--- src/pkg/dsr_pkg.sv ---
// Purpose: constants and carrier types for the diagnostic status registers
// Assumes: 16-bit registers, word index addressing on a plain port
// Notes:   offsets are register indices
`default_nettype none
package dsr_pkg;
  localparam int unsigned CLK_HZ        = 125_000_000;
  localparam int unsigned MS_PER_TICK   = 1;
  localparam int unsigned MS_CYCLES     = CLK_HZ / 1000 * MS_PER_TICK;
  localparam int unsigned SEC_PER_MS    = 1000;

  localparam logic [4:0] OFS_FUSE      = 5'h00;
  localparam logic [4:0] OFS_DROP      = 5'h05;
  localparam logic [4:0] OFS_DIAG      = 5'h08;
  localparam logic [4:0] OFS_ETIME_YM  = 5'h0a;
  localparam logic [4:0] OFS_ETIME_DH  = 5'h0b;
  localparam logic [4:0] OFS_ETIME_MS  = 5'h0c;
  localparam logic [4:0] OFS_EINFO     = 5'h0e;
  localparam logic [4:0] OFS_RUNSTATE  = 5'h0f;
  localparam logic [4:0] OFS_CYC       = 5'h11;
  localparam logic [4:0] OFS_CYCMAX    = 5'h13;
  localparam logic [4:0] OFS_CAL_YM    = 5'h19;
  localparam logic [4:0] OFS_CAL_DH    = 5'h1a;
  localparam logic [4:0] OFS_CAL_MS    = 5'h1b;
  localparam logic [4:0] OFS_IRQ_STAT  = 5'h1c;
  localparam logic [4:0] OFS_IRQ_MASK  = 5'h1d;

  localparam logic [15:0] RST_CAL_YM   = 16'h0001;
  localparam logic [15:0] RST_CAL_DH   = 16'h0100;
  localparam logic [15:0] RST_ZERO     = 16'h0000;

  localparam logic [3:0] STATE_RUN     = 4'h0;
  localparam logic [3:0] STATE_STOP    = 4'h2;
  localparam logic [3:0] CAUSE_SWITCH  = 4'h0;
  localparam logic [3:0] CAUSE_ERROR   = 4'h4;
  localparam logic [15:0] CYC_SAT      = 16'hffff;

  localparam int unsigned IRQ_FUSE     = 0;
  localparam int unsigned IRQ_DROP     = 1;
  localparam int unsigned IRQ_DIAG     = 2;
  localparam int unsigned IRQ_CYCMAX   = 3;
  localparam int unsigned IRQ_W        = 4;

  typedef struct packed {
    logic [4:0]  addr;
    logic [15:0] wdata;
    logic        wr;
    logic        rd;
  } dsr_bus_req_type;

  typedef struct packed {
    logic [7:0] yy;
    logic [7:0] mo;
    logic [7:0] dd;
    logic [7:0] hh;
    logic [7:0] mi;
    logic [7:0] ss;
  } dsr_cal_type;
endpackage
`default_nettype wire

--- src/rtl/dsr_regs.sv ---
// Purpose: diagnostic status register bank with running calendar
// Assumes: one clock, i_ref_clk at 125 MHz; event inputs from logic on it
// Notes:   voltage-drop and run-switch inputs are pins, synchronised here
`default_nettype none
module dsr_regs
  import dsr_pkg::*;
#(
  parameter int unsigned N_MOD     = 16,
  parameter int unsigned MS_COUNT  = MS_CYCLES
)(
  input  wire logic              i_ref_clk,
  input  wire logic              i_reset_n,
  input  wire logic [N_MOD-1:0]  i_fuse_blown,
  input  wire logic              i_supply_low,
  input  wire logic              i_dc_supply,
  input  wire logic              i_diag_valid,
  input  wire logic [15:0]       i_diag_code,
  input  wire logic [15:0]       i_diag_info,
  input  wire logic              i_run_switch,
  input  wire logic              i_main_pass,
  input  wire logic [4:0]        i_addr,
  input  wire logic [15:0]       i_wdata,
  input  wire logic              i_wr,
  input  wire logic              i_rd,
  output logic [15:0]            o_rdata,
  output logic                   o_irq
);

  //////////////////////////////////////////////////////////////////////////
  // pin synchronisers: first stage read only by the second
  logic [1:0] sync_low;
  logic [1:0] sync_run;
  logic       low_q;
  logic       low_edge;
  always_ff @(posedge i_ref_clk or negedge i_reset_n)
  begin
    if (!i_reset_n)
    begin
      sync_low <= 2'h0;
      sync_run <= 2'h0;
      low_q    <= 1'h0;
    end
    else
    begin
      sync_low <= {sync_low[0], i_supply_low};
      sync_run <= {sync_run[0], i_run_switch};
      low_q    <= sync_low[1];
    end
  end
  // the comparator sits outside; i_dc_supply picks its 65 vs 85 percent trip
  assign low_edge = sync_low[1] & ~low_q;

  dsr_bus_req_type req;
  assign req = '{addr: i_addr, wdata: i_wdata, wr: i_wr, rd: i_rd};

  //////////////////////////////////////////////////////////////////////////
  // lowest blown-fuse module, priority encoder
  logic [15:0] next_fuse;
  always_comb
  begin
    next_fuse = RST_ZERO;
    for (int i = N_MOD - 1; i >= 0; i--)
      if (i_fuse_blown[i])
        next_fuse = 16'(i);
  end
  wire fuse_any = |i_fuse_blown;

  //////////////////////////////////////////////////////////////////////////
  // calendar: ms tick, then BCD seconds..years
  logic [31:0]  ms_cnt;
  logic [9:0]   ms_in_sec;
  dsr_cal_type  cal;
  wire ms_tick  = (ms_cnt == 32'(MS_COUNT - 1));
  wire sec_tick = ms_tick && (ms_in_sec == 10'(SEC_PER_MS - 1));

  function automatic logic [7:0] bcd_inc(input logic [7:0] v);
    if (v[3:0] == 4'h9)
      return {v[7:4] + 4'h1, 4'h0};
    return {v[7:4], v[3:0] + 4'h1};
  endfunction

  wire ss_wrap = sec_tick && cal.ss == 8'h59;
  wire mi_wrap = ss_wrap && cal.mi == 8'h59;
  wire hh_wrap = mi_wrap && cal.hh == 8'h23;
  wire dd_wrap = hh_wrap && cal.dd == 8'h30;
  wire mo_wrap = dd_wrap && cal.mo == 8'h12;
  wire sw_ym   = req.wr && req.addr == OFS_CAL_YM;
  wire sw_dh   = req.wr && req.addr == OFS_CAL_DH;
  wire sw_ms   = req.wr && req.addr == OFS_CAL_MS;

  always_ff @(posedge i_ref_clk or negedge i_reset_n)
  begin
    if (!i_reset_n)
    begin
      ms_cnt    <= 32'h0;
      ms_in_sec <= 10'h0;
      cal       <= {RST_CAL_YM, RST_CAL_DH, RST_ZERO};
    end
    else
    begin
      ms_cnt <= ms_tick ? 32'h0 : ms_cnt + 32'h1;
      if (ms_tick)
        ms_in_sec <= sec_tick ? 10'h0 : ms_in_sec + 10'h1;
      // simple 30-day months; software write wins over rollover
      if (sec_tick)
        cal.ss <= ss_wrap ? 8'h00 : bcd_inc(cal.ss);
      if (ss_wrap)
        cal.mi <= mi_wrap ? 8'h00 : bcd_inc(cal.mi);
      if (mi_wrap)
        cal.hh <= hh_wrap ? 8'h00 : bcd_inc(cal.hh);
      if (hh_wrap)
        cal.dd <= dd_wrap ? 8'h01 : bcd_inc(cal.dd);
      if (dd_wrap)
        cal.mo <= mo_wrap ? 8'h01 : bcd_inc(cal.mo);
      if (mo_wrap)
        cal.yy <= (cal.yy == 8'h99) ? 8'h00 : bcd_inc(cal.yy);
      if (sw_ym)
        {cal.yy, cal.mo} <= req.wdata;
      if (sw_dh)
        {cal.dd, cal.hh} <= req.wdata;
      if (sw_ms)
        {cal.mi, cal.ss} <= req.wdata;
    end
  end

  //////////////////////////////////////////////////////////////////////////
  // status registers
  logic [15:0] fuse_fault_module;
  logic [15:0] supply_drop_count;
  logic [15:0] diag_error_number;
  logic [15:0] err_time_year_month;
  logic [15:0] err_time_day_hour;
  logic [15:0] err_time_min_sec;
  logic [15:0] error_detail_info;
  logic [15:0] cpu_run_state;
  logic [15:0] cycle_time_ms;
  logic [15:0] cycle_time_max_ms;
  logic [15:0] cyc_run;
  logic        err_stop;
  logic        first_pass;

  wire running   = cpu_run_state[3:0] == STATE_RUN;
  wire drop_ev   = low_edge && running;
  wire cyc_sat   = cyc_run == CYC_SAT;
  wire cyc_newmax = i_main_pass && !first_pass && cyc_run > cycle_time_max_ms;
  // earliest cause holds: an error stop is not replaced by a later switch stop
  wire [3:0] next_cause = err_stop ? CAUSE_ERROR : CAUSE_SWITCH;
  wire [3:0] next_state = (err_stop || !sync_run[1]) ? STATE_STOP : STATE_RUN;

  always_ff @(posedge i_ref_clk or negedge i_reset_n)
  begin
    if (!i_reset_n)
    begin
      fuse_fault_module   <= RST_ZERO;
      supply_drop_count   <= RST_ZERO;
      diag_error_number   <= RST_ZERO;
      err_time_year_month <= RST_ZERO;
      err_time_day_hour   <= RST_ZERO;
      err_time_min_sec    <= RST_ZERO;
      error_detail_info   <= RST_ZERO;
      cpu_run_state       <= RST_ZERO;
      cycle_time_ms       <= RST_ZERO;
      cycle_time_max_ms   <= RST_ZERO;
      cyc_run             <= RST_ZERO;
      err_stop            <= 1'h0;
      first_pass          <= 1'h1;
    end
    else
    begin
      if (fuse_any)
        fuse_fault_module <= next_fuse;
      if (drop_ev)
        supply_drop_count <= supply_drop_count + 16'h1;
      if (i_diag_valid)
      begin
        diag_error_number   <= i_diag_code;
        err_time_year_month <= {cal.yy, cal.mo};
        err_time_day_hour   <= {cal.dd, cal.hh};
        err_time_min_sec    <= {cal.mi, cal.ss};
        error_detail_info   <= i_diag_info;
        err_stop            <= 1'h1;
      end
      if (i_main_pass)
      begin
        // stop cause keeps the one seen first until a run resumes
        if (cpu_run_state[3:0] == STATE_RUN || next_state == STATE_RUN)
          cpu_run_state <= {8'h00, next_cause, next_state};
        if (!first_pass)
          cycle_time_ms <= cyc_run;
        if (cyc_newmax)
          cycle_time_max_ms <= cyc_run;
        cyc_run    <= RST_ZERO;
        first_pass <= 1'h0;
      end
      else if (ms_tick && !cyc_sat)
        cyc_run <= cyc_run + 16'h1;
    end
  end

  //////////////////////////////////////////////////////////////////////////
  // interrupt status (write one to clear, set wins) and mask
  logic [IRQ_W-1:0] irq_stat;
  logic [IRQ_W-1:0] irq_mask;
  wire  [IRQ_W-1:0] irq_ev = {cyc_newmax, i_diag_valid, drop_ev, fuse_any};
  wire  [IRQ_W-1:0] irq_clr = (req.wr && req.addr == OFS_IRQ_STAT) ?
                              req.wdata[IRQ_W-1:0] : {IRQ_W{1'b0}};
  wire              mask_wr = req.wr && req.addr == OFS_IRQ_MASK;
  // set wins: an event in the clear cycle stays visible
  wire  [IRQ_W-1:0] next_irq_stat = (irq_stat & ~irq_clr) | irq_ev;
  // output follows the new mask at once, so unmasking a pending bit is not late
  wire  [IRQ_W-1:0] next_irq_mask = mask_wr ? req.wdata[IRQ_W-1:0] : irq_mask;

  always_ff @(posedge i_ref_clk or negedge i_reset_n)
  begin
    if (!i_reset_n)
    begin
      irq_stat <= {IRQ_W{1'b0}};
      irq_mask <= {IRQ_W{1'b0}};
      o_irq    <= 1'h0;
    end
    else
    begin
      irq_stat <= next_irq_stat;
      irq_mask <= next_irq_mask;
      o_irq    <= |(next_irq_stat & next_irq_mask);
    end
  end

  //////////////////////////////////////////////////////////////////////////
  // read port: data one cycle after the strobe, zero otherwise and unmapped
  logic [15:0] rd_mux;
  always_comb
  begin
    case (req.addr)
      OFS_FUSE:     rd_mux = fuse_fault_module;
      OFS_DROP:     rd_mux = supply_drop_count;
      OFS_DIAG:     rd_mux = diag_error_number;
      OFS_ETIME_YM: rd_mux = err_time_year_month;
      OFS_ETIME_DH: rd_mux = err_time_day_hour;
      OFS_ETIME_MS: rd_mux = err_time_min_sec;
      OFS_EINFO:    rd_mux = error_detail_info;
      OFS_RUNSTATE: rd_mux = cpu_run_state;
      OFS_CYC:      rd_mux = cycle_time_ms;
      OFS_CYCMAX:   rd_mux = cycle_time_max_ms;
      OFS_CAL_YM:   rd_mux = {cal.yy, cal.mo};
      OFS_CAL_DH:   rd_mux = {cal.dd, cal.hh};
      OFS_CAL_MS:   rd_mux = {cal.mi, cal.ss};
      OFS_IRQ_STAT: rd_mux = 16'(irq_stat);
      OFS_IRQ_MASK: rd_mux = 16'(irq_mask);
      default:      rd_mux = RST_ZERO;
    endcase
  end

  always_ff @(posedge i_ref_clk or negedge i_reset_n)
  begin
    if (!i_reset_n)
      o_rdata <= RST_ZERO;
    else
      o_rdata <= req.rd ? rd_mux : RST_ZERO;
  end

  //////////////////////////////////////////////////////////////////////////
  // checks
  fuse_lowest_a: assert property (@(posedge i_ref_clk) disable iff (!i_reset_n)
    fuse_any |=> fuse_fault_module == $past(next_fuse))
    else $error("fuse register not lowest module");
  drop_count_a: assert property (@(posedge i_ref_clk) disable iff (!i_reset_n)
    drop_ev |=> supply_drop_count == $past(supply_drop_count) + 16'h1)
    else $error("supply drop not counted");
  drop_hold_a: assert property (@(posedge i_ref_clk) disable iff (!i_reset_n)
    !drop_ev |=> $stable(supply_drop_count))
    else $error("supply drop count moved without event");
  diag_store_a: assert property (@(posedge i_ref_clk) disable iff (!i_reset_n)
    i_diag_valid |=> diag_error_number == $past(i_diag_code)
      && error_detail_info == $past(i_diag_info))
    else $error("diag error not stored");
  stamp_ym_a: assert property (@(posedge i_ref_clk) disable iff (!i_reset_n)
    i_diag_valid |=> err_time_year_month == $past({cal.yy, cal.mo}))
    else $error("year month stamp wrong");
  stamp_rest_a: assert property (@(posedge i_ref_clk) disable iff (!i_reset_n)
    $changed(diag_error_number) |-> err_time_day_hour == $past({cal.dd, cal.hh})
      && err_time_min_sec == $past({cal.mi, cal.ss}))
    else $error("timestamps not loaded with error");
  err_cause_a: assert property (@(posedge i_ref_clk) disable iff (!i_reset_n)
    err_stop && i_main_pass && running |=> cpu_run_state[7:0] == {CAUSE_ERROR, STATE_STOP})
    else $error("error stop not reported");
  cyc_max_a: assert property (@(posedge i_ref_clk) disable iff (!i_reset_n)
    i_main_pass && !first_pass |=> cycle_time_max_ms >= cycle_time_ms)
    else $error("max cycle below current cycle");
  cyc_sat_a: assert property (@(posedge i_ref_clk) disable iff (!i_reset_n)
    cyc_sat && !i_main_pass |=> cyc_sat)
    else $error("cycle counter wrapped");

  //////////////////////////////////////////////////////////////////////////
  // hold checks: nothing moves without its event
  fuse_hold_a: assert property (@(posedge i_ref_clk) disable iff (!i_reset_n)
    !fuse_any |=> $stable(fuse_fault_module))
    else $error("fuse register moved with no fuse blown");
  drop_stopped_a: assert property (@(posedge i_ref_clk) disable iff (!i_reset_n)
    low_edge && !running |=> $stable(supply_drop_count))
    else $error("supply drop counted while stopped");
  diag_hold_a: assert property (@(posedge i_ref_clk) disable iff (!i_reset_n)
    !i_diag_valid |=> $stable(diag_error_number) && $stable(error_detail_info))
    else $error("diag error moved with no fault");
  state_hold_a: assert property (@(posedge i_ref_clk) disable iff (!i_reset_n)
    !i_main_pass |=> $stable(cpu_run_state))
    else $error("run state moved outside a main pass");
  cyc_hold_a: assert property (@(posedge i_ref_clk) disable iff (!i_reset_n)
    !i_main_pass |=> $stable(cycle_time_ms))
    else $error("cycle time moved outside a main pass");

  //////////////////////////////////////////////////////////////////////////
  // capture checks
  stamp_dh_a: assert property (@(posedge i_ref_clk) disable iff (!i_reset_n)
    i_diag_valid |=> err_time_day_hour == $past({cal.dd, cal.hh}))
    else $error("day hour stamp wrong");
  stamp_ms_a: assert property (@(posedge i_ref_clk) disable iff (!i_reset_n)
    i_diag_valid |=> err_time_min_sec == $past({cal.mi, cal.ss}))
    else $error("minute second stamp wrong");
  cyc_store_a: assert property (@(posedge i_ref_clk) disable iff (!i_reset_n)
    i_main_pass && !first_pass |=> cycle_time_ms == $past(cyc_run))
    else $error("cycle time not stored");
  max_mono_a: assert property (@(posedge i_ref_clk) disable iff (!i_reset_n)
    !first_pass |=> cycle_time_max_ms >= $past(cycle_time_max_ms))
    else $error("max cycle time fell");
  max_track_a: assert property (@(posedge i_ref_clk) disable iff (!i_reset_n)
    i_main_pass && !first_pass |=> cycle_time_max_ms >= $past(cyc_run))
    else $error("max cycle below measured cycle");

  //////////////////////////////////////////////////////////////////////////
  // run state checks
  switch_stop_a: assert property (@(posedge i_ref_clk) disable iff (!i_reset_n)
    i_main_pass && running && !err_stop && !sync_run[1]
      |=> cpu_run_state[7:0] == {CAUSE_SWITCH, STATE_STOP})
    else $error("switch stop not reported");
  run_resume_a: assert property (@(posedge i_ref_clk) disable iff (!i_reset_n)
    i_main_pass && !err_stop && sync_run[1]
      |=> cpu_run_state[7:0] == {CAUSE_SWITCH, STATE_RUN})
    else $error("run not resumed");
  cause_keep_a: assert property (@(posedge i_ref_clk) disable iff (!i_reset_n)
    !running && next_state != STATE_RUN |=> $stable(cpu_run_state))
    else $error("earliest stop cause replaced");

  //////////////////////////////////////////////////////////////////////////
  // calendar, read port and interrupt checks
  cal_ym_write_a: assert property (@(posedge i_ref_clk) disable iff (!i_reset_n)
    sw_ym |=> {cal.yy, cal.mo} == $past(req.wdata))
    else $error("year month write lost");
  cal_dh_write_a: assert property (@(posedge i_ref_clk) disable iff (!i_reset_n)
    sw_dh |=> {cal.dd, cal.hh} == $past(req.wdata))
    else $error("day hour write lost");
  rdata_idle_a: assert property (@(posedge i_ref_clk) disable iff (!i_reset_n)
    !req.rd |=> o_rdata == RST_ZERO)
    else $error("read data outside read cycle");
  irq_level_a: assert property (@(posedge i_ref_clk) disable iff (!i_reset_n)
    o_irq == |(irq_stat & irq_mask))
    else $error("interrupt output not status and mask");
  irq_set_a: assert property (@(posedge i_ref_clk) disable iff (!i_reset_n)
    irq_ev != {IRQ_W{1'b0}} |=> (irq_stat & $past(irq_ev)) == $past(irq_ev))
    else $error("interrupt event lost to clear");

endmodule
`default_nettype wire

--- config.mk ---
export PLATFORM = sky130hd
export DESIGN_NAME = dsr_regs
export DESIGN_NICKNAME = d
export VERILOG_FILES = /design/src/pkg/dsr_pkg.sv /design/src/rtl/dsr_regs.sv
export SDC_FILE = /design/constraint.sdc
export NUM_CORES = 1
export LEC_CHECK = 0
export ABC_AREA = 1
export BUFFER_PORTS_ARGS = -buffer_cell sky130_fd_sc_hd__buf_4
export CAP_MARGIN = 20
export CORE_MARGIN = 5
export CORE_UTILIZATION = 55
export CTS_CLUSTER_DIAMETER = 60
export DETAILED_ROUTE_END_ITERATION = 8
export GPL_TIMING_DRIVEN = 1
export HOLD_SLACK_MARGIN = 0.15
export PLACE_DENSITY_LB_ADDON = 0.12
export SLEW_MARGIN = 10
export SYNTH_ARGS = -nofsm -noshare
export SYNTH_HDL_FRONTEND = slang
export SYNTH_SLANG_ARGS = --single-unit
--- constraint.sdc ---
create_clock -name i_ref_clk -period 1.7 [get_ports i_ref_clk]
set_input_delay 0.17 -clock i_ref_clk [delete_from_list [all_inputs] [get_ports i_ref_clk]]
set_output_delay 0.17 -clock i_ref_clk [all_outputs]
set_load 0.01 [all_outputs]
### After elaboration in Yosys (flattened, before gate mapping)

Cells that the tools add are included.

| storage, ports and cells | value |
|---|---|
| bits in registers | 290 |
| bits in latches | 0 |
| memory bits (writable) | 0 |
| bits in read-only memories | 0 |
| input port bits | 78 |
| output and inout bits | 17 |
| memories | 0 |

| operators by class | value |
|---|---|
| add/sub/neg operators | 16 |
| $mul | 0 |
| divide/modulo/power cells | 0 |
| order comparisons | 1 |
| eq/ne operators | 29 |
| shifts and indexed selects | 0 |
| muxes and demuxes | 65 |
| bitwise logic cells | 7 |
| reductions and logical operators | 47 |

Operators by type and width:

| operator | count |
|---|---|
| $mux W16 | 21 |
| $pmux W16 S15 | 1 |
| $mux W8 | 24 |
| $add A4 B1 Y4 const B | 12 |
| $eq A5 B5 Y1 const B | 7 |
| $add A16 B1 Y16 const B | 2 |
| $add A32 B1 Y32 const B | 1 |
| $eq A32 B17 Y1 const B | 1 |
| $mux W32 | 1 |
| $eq A5 B4 Y1 const B | 6 |
| $eq A4 B4 Y1 const B | 6 |
| $reduce_and A2 Y1 | 9 |
| $reduce_bool A3 Y1 | 6 |
| $eq A16 B16 Y1 const B | 1 |
| $eq A8 B6 Y1 const B | 2 |
| $eq A8 B7 Y1 const B | 2 |
| $gt A16 B16 Y1 | 1 |
| $reduce_or A16 Y1 | 1 |
| $logic_and A1 B1 Y1 | 15 |
| $reduce_bool A2 Y1 | 7 |
| $mux W1 | 12 |
| $mux W4 | 3 |
| $add A10 B1 Y10 const B | 1 |
| $eq A10 B10 Y1 const B | 1 |
| 16 further kinds | 22 |

### Longest topological paths before layout

| logic depth | value |
|---|---|
| word-level depth | 16 |
| gate-level depth with buffers | 17 |
| gate-level depth less buffers | 17 |

### Least setup slack after synthesis

No wires, ideal clock.

| timing | value |
|---|---|
| path type | flip-flop to flip-flop |
| start point | register cal[1] in the netlist's numbering |
| end point | register cal[44] in the netlist's numbering |
| data arrival time | 1.701 ns |
| data required time | 1.582 ns |
| slack | -0.118 ns |
| cell stages (with the launch flop) | 12 |
| buffers on the path | 0 |
| clock period less this slack | 1.818 ns |
| cell sequence | dfrtp_1 -> inv_1 -> ha_1 -> nand3_1 -> inv_1 -> nand4_1 -> nor2_8 -> nand4_4 -> nand2_4 -> nand3_2 -> nand2_1 -> nand2_1 |

| on the way | value |
|---|---|
| word-level cells in the longest chain between the ends | 8 |

RTL lines:

| item | line | text |
|---|---|---|
| from (decl) | dsr_regs.sv:72 | `dsr_cal_type cal;` |
| from (signal assigned) | dsr_regs.sv:97 | `cal <= {RST_CAL_YM, RST_CAL_DH, RST_ZERO};` |
| $eq A8 B7 Y1 | dsr_regs.sv:82 | `wire ss_wrap = sec_tick && cal.ss == 8'h59;` |
| $logic_and A1 B1 Y1 | dsr_regs.sv:82 |  |
| $logic_and A1 B1 Y1 | dsr_regs.sv:83 | `wire mi_wrap = ss_wrap && cal.mi == 8'h59;` |
| $logic_and A1 B1 Y1 | dsr_regs.sv:84 | `wire hh_wrap = mi_wrap && cal.hh == 8'h23;` |
| $logic_and A1 B1 Y1 | dsr_regs.sv:85 | `wire dd_wrap = hh_wrap && cal.dd == 8'h30;` |
| $logic_and A1 B1 Y1 | dsr_regs.sv:86 | `wire mo_wrap = dd_wrap && cal.mo == 8'h12;` |
| $reduce_bool A2 Y1 (no line) | - |  |
| $reduce_and A2 Y1 (no line) | - |  |

No other way between the ends.
A chain may end at the register's enable or synchronous reset.

### Worst setup path after layout

| timing | value |
|---|---|
| start point | register ms_cnt[6] |
| end point | register cyc_run[15] |

| on the way | value |
|---|---|
| word-level cells in the longest chain between the ends | 3 |

RTL lines:

| item | line | text |
|---|---|---|
| from (decl) | dsr_regs.sv:70 | `logic [31:0] ms_cnt;` |
| from (signal assigned) | dsr_regs.sv:101 | `ms_cnt <= ms_tick ? 32'h0 : ms_cnt + 32'h1;` |
| $eq A32 B17 Y1 | dsr_regs.sv:73 | `wire ms_tick = (ms_cnt == 32'(MS_COUNT - 1));` |
| $logic_and A1 B1 Y1 | dsr_regs.sv:195 | `else if (ms_tick && !cyc_sat)` |
| $reduce_bool A2 Y1 (no line) | - |  |
| to (signal assigned) | dsr_regs.sv:196 | `cyc_run <= cyc_run + 16'h1;` |
| to (decl) | dsr_regs.sv:138 | `logic [15:0] cyc_run;` |

No other way between the ends.

==> metrics.yaml <==
status:
  status: "finished with violations"
  violations: "setup timing"
yosys:
  syn_area_um2: 14600
  synth-edff-count: 0
  ys_async_sr_fraction_pct: 100
  yosys_register_bits: 272
  synth_cells: 1817
  syn_avg_cell_area_um2: 8.02
  synth_fp_nets: 1937
  yosys_warnings: 0
  seq_area_frac_synth_pct: 46.7
  synth-main-ff-cell: "dfrtp_1"
  yosys.cell_types.count: 54
worst_setup_path:
  critPathTopFamily: "simple AND/OR/NAND/NOR gates"
  crit_chain: "inv_1 > nor2_1 > nand4_1 > nor2_4 > buf_4 > nand2_4 > o21ai_4 > buf_12 > buf_4 > nand3_1 > o21ai_1"
  cp_max_fo: 7
  arrival_ns: 2.50
  path_common_cell: "buf_4"
  start_kind: "flop"
  critical_path_class: "reg2reg"
  cpPeakStageDelay_ns: 0.38
  cp_slowest_cell: "dfrtp_1"
  r2r_cells: 11
  worst_r2r_startpoint: "ms_cnt[6]$_DFF_PN0_"
  worstPathRequired_ns: 2.17
  end_kind: "flop"
  r2r_slack_ns: -0.32
  critical_path_buf_inv_count: 4
  rr_endpoint: "cyc_run[15]$_DFFE_PN0P_"
die:
  die_y_um: 173
  ios: 95
  start_util_pct: 55.9
  rows: 59
  die_w_um: 173
  coreArea_um2: 26100
  die_area_um2: 29900
power_and_ir_drop:
  vdd_drop_max_mv: 1.08
  leakage_nw: 10.4
  power_density_nw_per_um2: 844
finish:
  fin_area_um2: 21300
  nets: 2421
  finalNonFillerCells: 2661
  fin_util_pct: 81.9
  nFillCells: 1580
  area_growth_pct: 46.4
  multiInputGateArea_um2: 7720
  drive_above_1_share_pct: 31.9
  regArea_um2: 6810
  antennaDiodeCount: 0
cts:
  tritoncts: "built"
  htree_levels: 1
  clk_pin_slew_worst_paths_ns: 0.06
  ctsLongestPathBuffers: 3
  clk_latency_ns: 0.58
  numCtsBuffers: 31
  root_buffer: "clkbuf_16"
  clock-sinks: 272
place:
  pre_cts_ws_ns: -0.445
  dp.cells: 2483
  dp_hpwl_um: 35000
  portBuffers: 93
  gp_congestion: 0.938
  placed_area_um2: 17800
global_routing:
  grt_pass1_wl_um: 77700
  grt_max_degree: 128
  gr-total-overflow: 0
  grt_use_total_pct: 31.8
  antenna_found_initial: 1
  grt_pass1_vias: 14904
sta:
  skew_ns: 0.0193
  relSlewSlack_pct: 55.7
  period_minus_slack_ns: 2.02
  hold_viol_final: 0
  timing.fmax_ghz: 0.494
  slew_violations: 0
  finalCritPeriodShare_pct: 119
  worstMarginPinSlew_ns: 0.664
  setup_ws_ns: -0.324
  setup_violations: 103
  rsz0062_at_grt: "true"
  tns_ns: -20.42
detailed_routing:
  post-route-drc-count: 0
  viasPerCell: 5.77
  first_iter_violations: 1832
  dr_total_vias: 15361
  postRouteAntennaNets: 0
  wl_met2_um: 25700
  wl_met3_um: 4340
  drtPass1Iterations: 6
  wl_per_cell_um: 19.9
  m1WireLength_um: 19800
  drt_wl_total_um: 52900
  highest_layer: "met5"
hold_path:
  holdPathEnd: "irq_stat[0]$_DFF_PN0_"
  min_from: "i_fuse_blown[15]"
  holdPathStages: 7
  hold_path_class: "in2reg"
job:
  maxCapViolCount: 0
[sequential cells by signal (all words and copies together), names as in the netlist, 4 cells and up]
signal,count
cal,48
diag_error_number,16
ms_in_sec,10
irq_mask,4
o_rdata,16
irq_stat,4
cyc_run,16
ms_cnt,32
fuse_fault_module,4
supply_drop_count,16
err_time_year_month,16
cycle_time_max_ms,16
error_detail_info,16
err_time_day_hour,16
cycle_time_ms,16
err_time_min_sec,16
[cells in the mapped netlist, drive strengths merged (6+ instances only)]
cell type | instances | area (µm²)
a21oi | 54 | 270
a221oi | 23 | 201
a22oi | 8 | 60.1
buf | 12 | 81.3
clkbuf | 35 | 131
dfrtp | 269 | 6730
ha | 42 | 526
inv | 271 | 1020
nand2 | 441 | 1700
nand3 | 105 | 568
nand4 | 36 | 240
nor2 | 135 | 586
nor3 | 46 | 230
nor4 | 16 | 115
o211ai | 11 | 82.6
o21ai | 162 | 826
o221ai | 6 | 52.6
o22ai | 42 | 263
o31ai | 8 | 60.1
xnor2 | 13 | 114
xor2 | 47 | 412
[power by group]
group,leakage [nW],internal (mW),switching (mW)
combinational,6.34,1.47,1.94
clock,0.537,4.43,2.86
sequential,3.52,6.97,0.335
[cell type report]
cell class              count  area share [%]
clock buffers              45            4.21
repair buffers            497            19.8
multi-input cells        1223            36.1
clock inverters            13           0.985
flip-flops and latches    272            31.9
well taps                 335            1.96
inverters                 276            4.99
[cell usage in the layout, fill, tap and decap left out, drive strengths merged, types with 16 or more instances in the layout]
cell         Yosys  routed
nor3            46      46
buf             12     426
nor4            16      16
nand3          105     105
xor2            47      47
inv            271     274
clkbuf          35      46
nand2          441     442
o22ai           42      42
nor2           135     135
a21oi           54      54
nand4           36      36
ha              42      42
o21ai          162     162
dfrtp          269     269
a221oi          23      23
dlygate4sd3      0      69
[cell families (layout without fill, tap and decap cells)]
group                    after synthesis  in the layout  synth area share [%]
flip-flops                           272            272                  46.7
XOR/XNOR                              60             60                  3.60
buffers and inverters                323            831                  8.57
AND/OR/NAND/NOR                      786            787                  24.0
adder cells (fa/ha/maj)               42             42                  3.60
AO/OA/AOI/OAI                        334            334                  13.5
[worst min-delay path, cell delays in order]
cell and delay, ns:
buf_4 0.08, nor2_1 0.05, inv_1 0.07, nor3_1 0.06, nand2_2 0.12, nor2_4 0.05
nand2_1 0.08
[layer usage]
metal  track usage [%]  up-vias
met5                 0        -
met4              13.8        2
met3              5.57      215
met2              53.7      828
met1              40.3     7327
li1                  -     6989
[repair_timing]
action,4_1_cts,5_1_grt
gates resized for setup,111,239
pin swaps,31,64
gates cloned,1,2
endpoints found under the hold margin,382,2
setup buffers,26,30
setup endpoints to repair,103,124
hold buffers,67,5
[how the worst max path moves through the flow]
stage,startpoint,endpoint,slack (ns),cells past startpoint
floorplan,cal[1]$_DFFE_PN0P_,cal[44]$_DFFE_PN0P_,-0.07,11
global placement,cycle_time_max_ms[3]$_DFFE_PN0P_,cycle_time_max_ms[10]$_DFFE_PN0P_,-0.28,12
detailed placement,cycle_time_max_ms[3]$_DFFE_PN0P_,cycle_time_max_ms[14]$_DFFE_PN0P_,-0.44,11
CTS,cal[1]$_DFFE_PN0P_,cal[25]$_DFFE_PN0P_,-0.19,11
global route,ms_cnt[6]$_DFF_PN0_,cyc_run[3]$_DFFE_PN0P_,-0.44,11
finish,ms_cnt[6]$_DFF_PN0_,cyc_run[15]$_DFFE_PN0P_,-0.32,11
[stage by stage]
stage | hold WS (ns) | power, mW
finish | 0.158 | 18.0
global route | 0.199 | 18.6
CTS | 0.0412 | 17.6
detailed placement | 0.130 | 9.96
global placement | 0.129 | 9.86
floorplan | -0.126 | 8.64
Power figures use the tool's default switching activity.
